### config.mk
export PLATFORM = sky130hd
export DESIGN_NAME = dcfs_flag_select
export DESIGN_NICKNAME = d
export VERILOG_FILES = /design/src/rtl/dcfs_pkg.sv /design/src/rtl/dcfs_flag_select.sv /design/src/rtl/dcfs_result_decode.sv
export SDC_FILE = /design/constraint.sdc
export NUM_CORES = 1
export LEC_CHECK = 0
export ABC_AREA = 1
export ABC_CLOCK_PERIOD_IN_PS = 800
export BUFFER_PORTS_ARGS = -buffer_cell sky130_fd_sc_hd__buf_2
export CAP_MARGIN = 20
export CORE_MARGIN = 3
export CORE_UTILIZATION = 28
export CTS_BUF_LIST = sky130_fd_sc_hd__clkbuf_4 sky130_fd_sc_hd__clkbuf_8
export CTS_CLUSTER_SIZE = 8
export DETAILED_ROUTE_END_ITERATION = 12
export PLACE_DENSITY_LB_ADDON = 0.3
export SYNTH_ARGS = -nofsm -noshare
export SYNTH_HDL_FRONTEND = slang
export SYNTH_SLANG_ARGS = --single-unit
### constraint.sdc
create_clock -name ref_clk -period 0.8 [get_ports ref_clk]
set_input_delay 0.08 -clock ref_clk [delete_from_list [all_inputs] [get_ports ref_clk]]
set_output_delay 0.08 -clock ref_clk [all_outputs]
set_load 0.02 [all_outputs]
### src/rtl/dcfs_pkg.sv
// Purpose: shared constants for the dsp condition flag select block
// Assumes: 40-bit results, 8 guard bits above a 32-bit register range
// Notes: operation class and condition select encodings
package dcfs_pkg;
    localparam int RESULT_WIDTH = 40;
    localparam int GUARD_WIDTH  = 8;
    localparam int SEL_WIDTH    = 3;

    // condition select encodings
    localparam logic [2:0] SEL_CARRY   = 3'h0;
    localparam logic [2:0] SEL_NEG     = 3'h1;
    localparam logic [2:0] SEL_ZERO    = 3'h2;
    localparam logic [2:0] SEL_OVF     = 3'h3;
    localparam logic [2:0] SEL_GT      = 3'h4;
    localparam logic [2:0] SEL_GE      = 3'h5;

    // class of the operation that produced the result
    typedef enum logic [2:0] {
        DCFS_OP_NONE      = 3'h0,
        DCFS_OP_ARITH     = 3'h1,
        DCFS_OP_LOGIC     = 3'h3,
        DCFS_OP_ASHIFT    = 3'h2,
        DCFS_OP_LSHIFT    = 3'h6
    } dcfs_op_type;

    localparam logic FLAG_RESET = 1'h0;
endpackage : dcfs_pkg

### src/rtl/dcfs_flag_select.sv
// Purpose: compute the dsp condition flag after each alu or shift operation
// Assumes: execution unit gives result, carry, last shifted bit, guard over-range
// Assumes: at most one reported operation per clock, its inputs valid in that cycle
// Notes: flag holds its value when no operation is reported
// Notes: select codes 110 and 111 name no mode and also hold the flag
// Notes: the flag appears one clock after the operation is taken
`timescale 1ns/10ps

// What this block does
// - in carry mode (000) an arithmetic op sets the flag on carry or borrow, else clears it.
// - in carry mode a shift loads the flag with the last bit shifted out.
// - in carry mode a logical op always clears the flag.
// - in negative mode arithmetic ops and arithmetic shifts copy the result msb with guard bits.
// - in negative mode logical ops and logical shifts copy the result msb without guard bits.
// - in zero mode the flag is set when the result is all zeros, else cleared.
// - in overflow mode (011) arithmetic results beyond the range without guard bits set the flag.
// - in overflow, greater-than and greater-or-equal modes logical ops and logical shifts clear the flag.
// - in greater-or-equal mode (101) the flag is not(negative xor over-range incl guard bits).
// - in greater-than mode the flag is not(zero or (negative xor over-range)).
// - select value 100 chooses greater-than mode.
module dcfs_flag_select
    import dcfs_pkg::*;
#(
    parameter int RES_W   = RESULT_WIDTH,
    parameter int GUARD_W = GUARD_WIDTH
)
(
    input  wire logic                 ref_clk,
    input  wire logic                 rst_n,
    input  wire logic                 op_valid,
    input  wire dcfs_op_type          op_class,
    input  wire logic [SEL_WIDTH-1:0] cond_sel,
    input  wire logic [RES_W-1:0]     result,
    input  wire logic                 carry_borrow,
    input  wire logic                 shift_out_bit,
    input  wire logic                 over_range_guard,
    output logic                      dsp_condition_flag
);
    typedef struct packed {
        logic flag;
    } dcfs_state_type;

    dcfs_state_type state;
    dcfs_state_type next_state;

    logic is_zero;
    logic msb_with_guard;
    logic msb_no_guard;
    logic over_no_guard;

    // result decode
    dcfs_result_decode #(
        .RES_W   (RES_W),
        .GUARD_W (GUARD_W)
    ) u_decode (
        .result         (result),
        .is_zero        (is_zero),
        .msb_with_guard (msb_with_guard),
        .msb_no_guard   (msb_no_guard),
        .over_no_guard  (over_no_guard)
    );

    // class of the reported operation, seen by several modes
    typedef struct packed {
        logic taken;
        logic arith_like;
        logic shift;
        logic plain_arith;
    } dcfs_class_type;

    dcfs_class_type op_kind;

    // arithmetic-style class: arithmetic ops and arithmetic shifts
    function automatic logic is_arith_like(input dcfs_op_type c);
        return (c == DCFS_OP_ARITH) || (c == DCFS_OP_ASHIFT);
    endfunction : is_arith_like

    // shifts of either kind
    function automatic logic is_shift(input dcfs_op_type c);
        return (c == DCFS_OP_ASHIFT) || (c == DCFS_OP_LSHIFT);
    endfunction : is_shift

    // one decode of the class for every mode
    function automatic dcfs_class_type decode_class(input logic        valid,
                                                    input dcfs_op_type c);
        dcfs_class_type k;
        k.taken       = valid && (c != DCFS_OP_NONE);
        k.arith_like  = is_arith_like(c);
        k.shift       = is_shift(c);
        k.plain_arith = (c == DCFS_OP_ARITH);
        return k;
    endfunction : decode_class

    // carry mode: a shift wins over the logical clear
    function automatic logic carry_mode_value(input dcfs_class_type k,
                                              input logic           cb,
                                              input logic           sb);
        logic value;
        value = 1'h0;
        if (k.shift)
        begin
            value = sb;
        end
        else if (k.plain_arith)
        begin
            value = cb;
        end
        return value;
    endfunction : carry_mode_value

    // negative mode: guard bits count for arithmetic-style results only
    function automatic logic neg_mode_value(input dcfs_class_type k,
                                            input logic           top_guard,
                                            input logic           top_base);
        logic value;
        if (k.arith_like)
        begin
            value = top_guard;
        end
        else
        begin
            value = top_base;
        end
        return value;
    endfunction : neg_mode_value

    // overflow mode: range judged without guard bits, logical work clears
    function automatic logic ovf_mode_value(input dcfs_class_type k,
                                            input logic           over_base);
        logic value;
        value = 1'h0;
        if (k.arith_like)
        begin
            value = over_base;
        end
        return value;
    endfunction : ovf_mode_value

    // greater-than mode: greater-or-equal that also drops an all-zero result
    function automatic logic gt_mode_value(input dcfs_class_type k,
                                           input logic           sign_term,
                                           input logic           zero);
        logic value;
        value = 1'h0;
        if (k.arith_like)
        begin
            value = !(sign_term || zero);
        end
        return value;
    endfunction : gt_mode_value

    // greater-or-equal mode: negative xor over-range, inverted
    function automatic logic ge_mode_value(input dcfs_class_type k,
                                           input logic           sign_term);
        logic value;
        value = 1'h0;
        if (k.arith_like)
        begin
            value = !sign_term;
        end
        return value;
    endfunction : ge_mode_value

    logic signed_term;
    logic carry_mode_flag;
    logic neg_mode_flag;
    logic zero_mode_flag;
    logic ovf_mode_flag;
    logic gt_mode_flag;
    logic ge_mode_flag;

    // class decode, shared by all modes
    assign op_kind = decode_class(op_valid, op_class);

    // negative xor over-range, over-range counting the guard bits
    assign signed_term = msb_with_guard ^ over_range_guard;

    // candidate flag of every condition mode
    assign carry_mode_flag = carry_mode_value(op_kind, carry_borrow, shift_out_bit);
    assign neg_mode_flag   = neg_mode_value(op_kind, msb_with_guard, msb_no_guard);
    assign zero_mode_flag  = is_zero;
    assign ovf_mode_flag   = ovf_mode_value(op_kind, over_no_guard);
    assign gt_mode_flag    = gt_mode_value(op_kind, signed_term, is_zero);
    assign ge_mode_flag    = ge_mode_value(op_kind, signed_term);

    // flag selection; idle cycles and unused select codes hold the flag
    always_comb
    begin
        next_state = state;
        if (op_kind.taken)
        begin
            case (cond_sel)
                SEL_CARRY:
                    next_state.flag = carry_mode_flag;
                SEL_NEG:
                    next_state.flag = neg_mode_flag;
                SEL_ZERO:
                    next_state.flag = zero_mode_flag;
                SEL_OVF:
                    next_state.flag = ovf_mode_flag;
                SEL_GT:
                    next_state.flag = gt_mode_flag;
                SEL_GE:
                    next_state.flag = ge_mode_flag;
                default:
                    next_state.flag = state.flag;
            endcase
        end
    end

    // state register; the flag is cleared while reset is low
    always_ff @(posedge ref_clk or negedge rst_n)
    begin
        if (!rst_n)
            state <= '{flag: FLAG_RESET};
        else
            state <= next_state;
    end

    // the flag stands until the next taken operation
    assign dsp_condition_flag = state.flag;
endmodule : dcfs_flag_select

### src/rtl/dcfs_result_decode.sv
// Purpose: derive zero, negative and over-range terms from a result
// Assumes: result arrives with guard bits in the top GUARD_W bits
// Notes: purely combinational
`timescale 1ns/10ps
module dcfs_result_decode
    import dcfs_pkg::*;
#(
    parameter int RES_W   = RESULT_WIDTH,
    parameter int GUARD_W = GUARD_WIDTH
)
(
    input  wire logic [RES_W-1:0] result,
    output logic                  is_zero,
    output logic                  msb_with_guard,
    output logic                  msb_no_guard,
    output logic                  over_no_guard
);
    localparam int BASE_W = RES_W - GUARD_W;

    // sign bits and all-zero test
    assign is_zero        = (result == '0);
    assign msb_with_guard = result[RES_W-1];
    assign msb_no_guard   = result[BASE_W-1];
    // guard bits differing from the base sign means out of range
    assign over_no_guard  = (result[RES_W-1:BASE_W-1] != '0) &&
                            (result[RES_W-1:BASE_W-1] != '1);
endmodule : dcfs_result_decode

=== Word level (Yosys, flattened, before mapping) ===
Cells that the tools add are included.

* Input bits: 52
* Output and inout bits: 1
* Register bits: 1
* Logic and storage cells: 31

* Bitwise operators: 1
* Reductions and logical operators: 13
* Multiplexer cells: 7
* Eq/ne operators: 9

{| class="wikitable"
|+ Operators with widths
! operator !! number
|-
| logical NOT 40 bit || 1
|-
| equality test 3 x 2 -> 1 bit, second input constant || 3
|-
| equality test 3 bit, second input constant || 3
|-
| inequality test 9 bit, second input constant || 1
|-
| nonzero test 9 bit || 1
|-
| equality test 3 x 1 -> 1 bit, second input constant || 2
|-
| 2-to-1 mux 1 bit || 6
|-
| case mux 1 bit (6 select lines) || 1
|-
| nonzero test 6 bit || 1
|-
| logical NOT 3 bit || 1
|-
| logical OR 1 bit || 3
|-
| nonzero test 3 bit || 1
|-
| logical AND 1 bit || 2
|-
| logical NOT 1 bit || 2
|-
| AND reduction 2 bit || 1
|-
| XOR 1 bit || 1
|}

=== Depth between registers and ports, before layout ===
* Depth after elaboration: 5
* Gate-level depth with buffers: 12
* Gate-level depth less buffers: 12

=== By module ===
A second synthesis with hierarchy kept.

* Cell total of the unflattened synthesis: 87
* Area, all modules: 391.6 um2

{| class="wikitable"
|+ By module, submodules not included
! module !! area each (um2) !! cells each !! times used !! sequential area each (um2)
|-
| dcfs_flag_select || 205.2 || 42 || 1 || 25.0
|-
| dcfs_result_decode || 186.4 || 45 || 1 || 0.0
|}

=== Least setup slack after synthesis ===
Ideal clock, no wire load.

* Kind: input-to-reg
* Start point: in result[31]
* End point: reg state, in the netlist dsp_condition_flag
* Data required time: 684 ps
* Buffers on the path: 0
* Slack: -220 ps
* Library setup time: 116 ps
* Stages: 11
* Data arrival time: 904 ps
* Cells stage by stage: or2_1 -> nor2_2 -> nand2_1 -> nor2_2 -> nand3_1 -> nand2_1 -> nand2_1 -> nand2_1 -> nand2_1 -> nand2_1 -> nand2_1

* Word-level cells in the longest chain between the ends: 5
* Elaborated cells between the ends (all ways): 10
* Classes of those cells: eq/ne: 1; mux: 4; reduce/logical: 5

{| class="wikitable"
|+ Ends and longest elaborated chain
! what !! RTL line !! text
|-
| start: declaration || dcfs_flag_select.sv:33 || <nowiki>input wire logic [RES_W-1:0] result,</nowiki>
|-
| logical NOT 40 bit || dcfs_result_decode.sv:21 || <nowiki>assign is_zero = (result == '0);</nowiki>
|-
| logical OR 1 bit || dcfs_flag_select.sv:147 || <nowiki>value = !(sign_term || zero);</nowiki>
|-
| logical NOT 1 bit || dcfs_flag_select.sv:147 ||
|-
| 2-to-1 mux 1 bit || dcfs_flag_select.sv:145 || <nowiki>if (k.arith_like)</nowiki>
|-
| case mux 1 bit (6 select lines) (*) || dcfs_flag_select.sv:192 || <nowiki>case (cond_sel)</nowiki>
|-
| end signal: assignment || dcfs_flag_select.sv:215 || <nowiki>state <= '{flag: FLAG_RESET};</nowiki>
|-
| end signal: assignment || dcfs_flag_select.sv:217 || <nowiki>state <= next_state;</nowiki>
|-
| end: declaration || dcfs_flag_select.sv:43 || <nowiki>dcfs_state_type state;</nowiki>
|}

Every way passes the cells marked *; elsewhere a longest branch is shown, timed or not.
A chain may end at the register's enable or synchronous reset.

=== Final worst setup path ===
Ends and elaborated chain as after synthesis.

==> impl_metrics.json <==
{
  "remaining_drc_errors": 0,
  "vdd_drop_max_v": 0.000403,
  "final_antenna_net_count": 0,
  "syn-instance-count": 83,
  "finalWirelength_um": 1430,
  "crit_fanout": 2,
  "timing.setup.critical_path_class": "in -> reg",
  "port-buffer-count": 52,
  "p_leak_uw": 0.000427,
  "yosysUniqueCellTypes": 16,
  "clkLatencyLatePin_ns": 0,
  "grt_overflow": 0,
  "slew_violations": 0,
  "yosysSeqAreaShare": 0.0639,
  "via_count": 720,
  "switching_power_uw": 141,
  "maxClockFrequency_mhz": 875,
  "dr.pass1.iters": 4,
  "seq_power_share": 0.167,
  "maxSlewHeadroom": 0.808,
  "endpoint_kind": "flip-flop",
  "part_of_the_cycle_the_worst_path_needs": 1.43,
  "post_cts_setup_bufs": 0,
  "final_nets": 199,
  "timing.hold.worst.class": "in -> async",
  "cap_viol_max_count": 0,
  "floorplan.die.width_um": 43.4,
  "ys_warn_count": 0,
  "portion_of_total_power_attributed_to_combinational_logic": 0.833,
  "final_worst_setup_slack_ns": -0.343,
  "drive_above_1_share": 0.476,
  "viasPerCell": 4.53,
  "drt-wirelength-per-cell_um": 9.01,
  "synth_nets": 135,
  "rsz0062_at_grt": "yes",
  "startpoint_type": "primary input",
  "power_switching_share": 0.369,
  "hpwlAfterDp_um": 1320,
  "timing.final.hold_violations": 0,
  "fillers": 129,
  "dr.first_iter.drc_count": 4,
  "grt_start_max_net_pins": 5,
  "most_common_library_cell_in_the_layout_ignoring_fill_and_taps": "sky130_fd_sc_hd__buf_2",
  "max_reg_flops": 1,
  "die-height_um": 43.4,
  "design_area_um2": 774,
  "most_used_cells_in_the_layout_excluding_fill_and_tap_cells": "49 x sky130_fd_sc_hd__buf_2, 22 x sky130_fd_sc_hd__nand2_1, 19 x sky130_fd_sc_hd__nor2_1",
  "internal_power_uw": 241,
  "min_period_ns": 1.14,
  "worst-endpoint-arrival_ns": 1.03,
  "finalSetupTns_ns": -0.343,
  "powerDensity_mw_per_mm2": 493,
  "violations_in_the_final_reports": "setup timing",
  "status": "complete, but fails checks",
  "worst_pin_slew_ns": 0.286,
  "setup_slack_after_placement_ns": -0.406,
  "layout_skew_ns": 0,
  "initial_utilization": 0.326,
  "yosys_register_bits": 1,
  "die_area_mm2": 0.00188,
  "global_route_wire_length_before_repair_um": 2340,
  "io_pins": 53,
  "fp.coreArea_mm2": 0.00120,
  "avg_synthesized_cell_area_um2": 4.72,
  "global_route.usage.total": 0.147,
  "grt_antenna_before_repair": 0,
  "cts.clk_slew.worst_paths_ns": 0,
  "antenna-diode-count": 0,
  "place.gp.congestion": 0.806,
  "report.final.setup_viol": 1,
  "required_ns": 0.68,
  "dpl_cell_area_um2": 737,
  "power.clock.fraction": 0,
  "via_count_of_the_first_global_routing_pass": 698,
  "floorplan.rows": 12,
  "syn-cell-area_um2": 392,
  "area_growth_pct": 97.8
}
[path summary, 6_finish.rpt]
kind / from / endpoint / slack (ns) / cells after the start
hold reg to reg: dsp_condition_flag / dsp_condition_flag / 0.47 / 2
setup reg to reg: dsp_condition_flag / dsp_condition_flag / 0.22 / 2
setup / recovery: result[31] / dsp_condition_flag / -0.34 / 12
max in group asynchronous: rst_n / dsp_condition_flag / 0.31 / 2
hold / removal: rst_n / dsp_condition_flag / 0.40 / 2
min in group ref_clk: op_valid / dsp_condition_flag / 0.44 / 4
[cells in the mapped netlist]
master	instances	area share
sky130_fd_sc_hd__nor2_1	21	0.20
sky130_fd_sc_hd__xnor2_1	1	0.022
sky130_fd_sc_hd__dfrtp_1	1	0.064
sky130_fd_sc_hd__a21oi_1	3	0.038
sky130_fd_sc_hd__nand2_1	22	0.21
sky130_fd_sc_hd__nor3_1	2	0.026
sky130_fd_sc_hd__nand4_1	2	0.032
sky130_fd_sc_hd__a31oi_1	1	0.016
sky130_fd_sc_hd__or2_1	2	0.032
sky130_fd_sc_hd__a21oi_2	1	0.022
sky130_fd_sc_hd__inv_1	11	0.11
sky130_fd_sc_hd__o21ai_0	2	0.026
sky130_fd_sc_hd__nand3_1	8	0.10
sky130_fd_sc_hd__o211ai_1	1	0.019
sky130_fd_sc_hd__nor2_2	4	0.064
sky130_fd_sc_hd__o31ai_1	1	0.019
[kinds of logic after synthesis]
logic type / after synthesis / share of synthesized area
XOR/XNOR: 1 / 0.0224
buffers and inverters: 11 / 0.105
flip-flops: 1 / 0.0639
AND/OR/NAND/NOR: 61 / 0.668
AO/OA/AOI/OAI: 9 / 0.141
[through the flow]
stage / cells / util / power [uW] / hold slack [ns]
after detailed placement: 158 / 0.614 / 365 / -0.144
after floorplan: 83 / - / 173 / -0.216
after global placement: 158 / 0.614 / 355 / -0.146
after CTS: 159 / 0.631 / 375 / 0.388
after global routing: 159 / 0.645 / 424 / 0.410
final: 159 / 0.645 / 382 / 0.405
[worst max-delay path, cell delays in order]
cell and delay (ns):
sky130_fd_sc_hd__buf_6 0.09, sky130_fd_sc_hd__or2_1 0.22, sky130_fd_sc_hd__nor2_2 0.09, sky130_fd_sc_hd__nand2_1 0.08, sky130_fd_sc_hd__nor2_2 0.09, sky130_fd_sc_hd__nand3_1 0.07, sky130_fd_sc_hd__nand2_1 0.06, sky130_fd_sc_hd__nand2_1 0.04
sky130_fd_sc_hd__nand2_1 0.05, sky130_fd_sc_hd__nand2_1 0.04, sky130_fd_sc_hd__nand2_1 0.05, sky130_fd_sc_hd__nand2_1 0.04
[power groups by stage]
stage | Clock [uW] | Combinational [uW] | Sequential [uW]
after global routing | 0 | 359 | 64.6
after global placement | 0 | 292 | 63.1
after detailed placement | 0 | 301 | 63.4
final | 0 | 318 | 63.6
after floorplan | 0 | 98.5 | 74.9
after CTS | 0 | 311 | 63.5
[repair_timing]
item                       4_1_cts  5_1_grt
cloned                           0        0
pin swaps                        1        0
hold endpoints to repair         1        0
resized for setup                3        3
setup endpoints to repair        1        1
hold buffers                     1        0
[cell type report]
type,count,area (um^2),area share
Sequential cell,1,25.0,0.0323
Tap cell,14,17.5,0.0226
Inverter,11,41.3,0.0533
Multi-Input combinational cell,71,334,0.431
Timing Repair Buffer,62,357,0.460
[layer usage]
layer	up-vias	GRT usage	part of all wire
li1	390	-	-
met1	302	0.165	0.37
met2	28	0.298	0.55
met3	0	0.0166	0.078
met4	0	0.0181	0
met5	-	0	0
(Power assumes the default switching activity.)
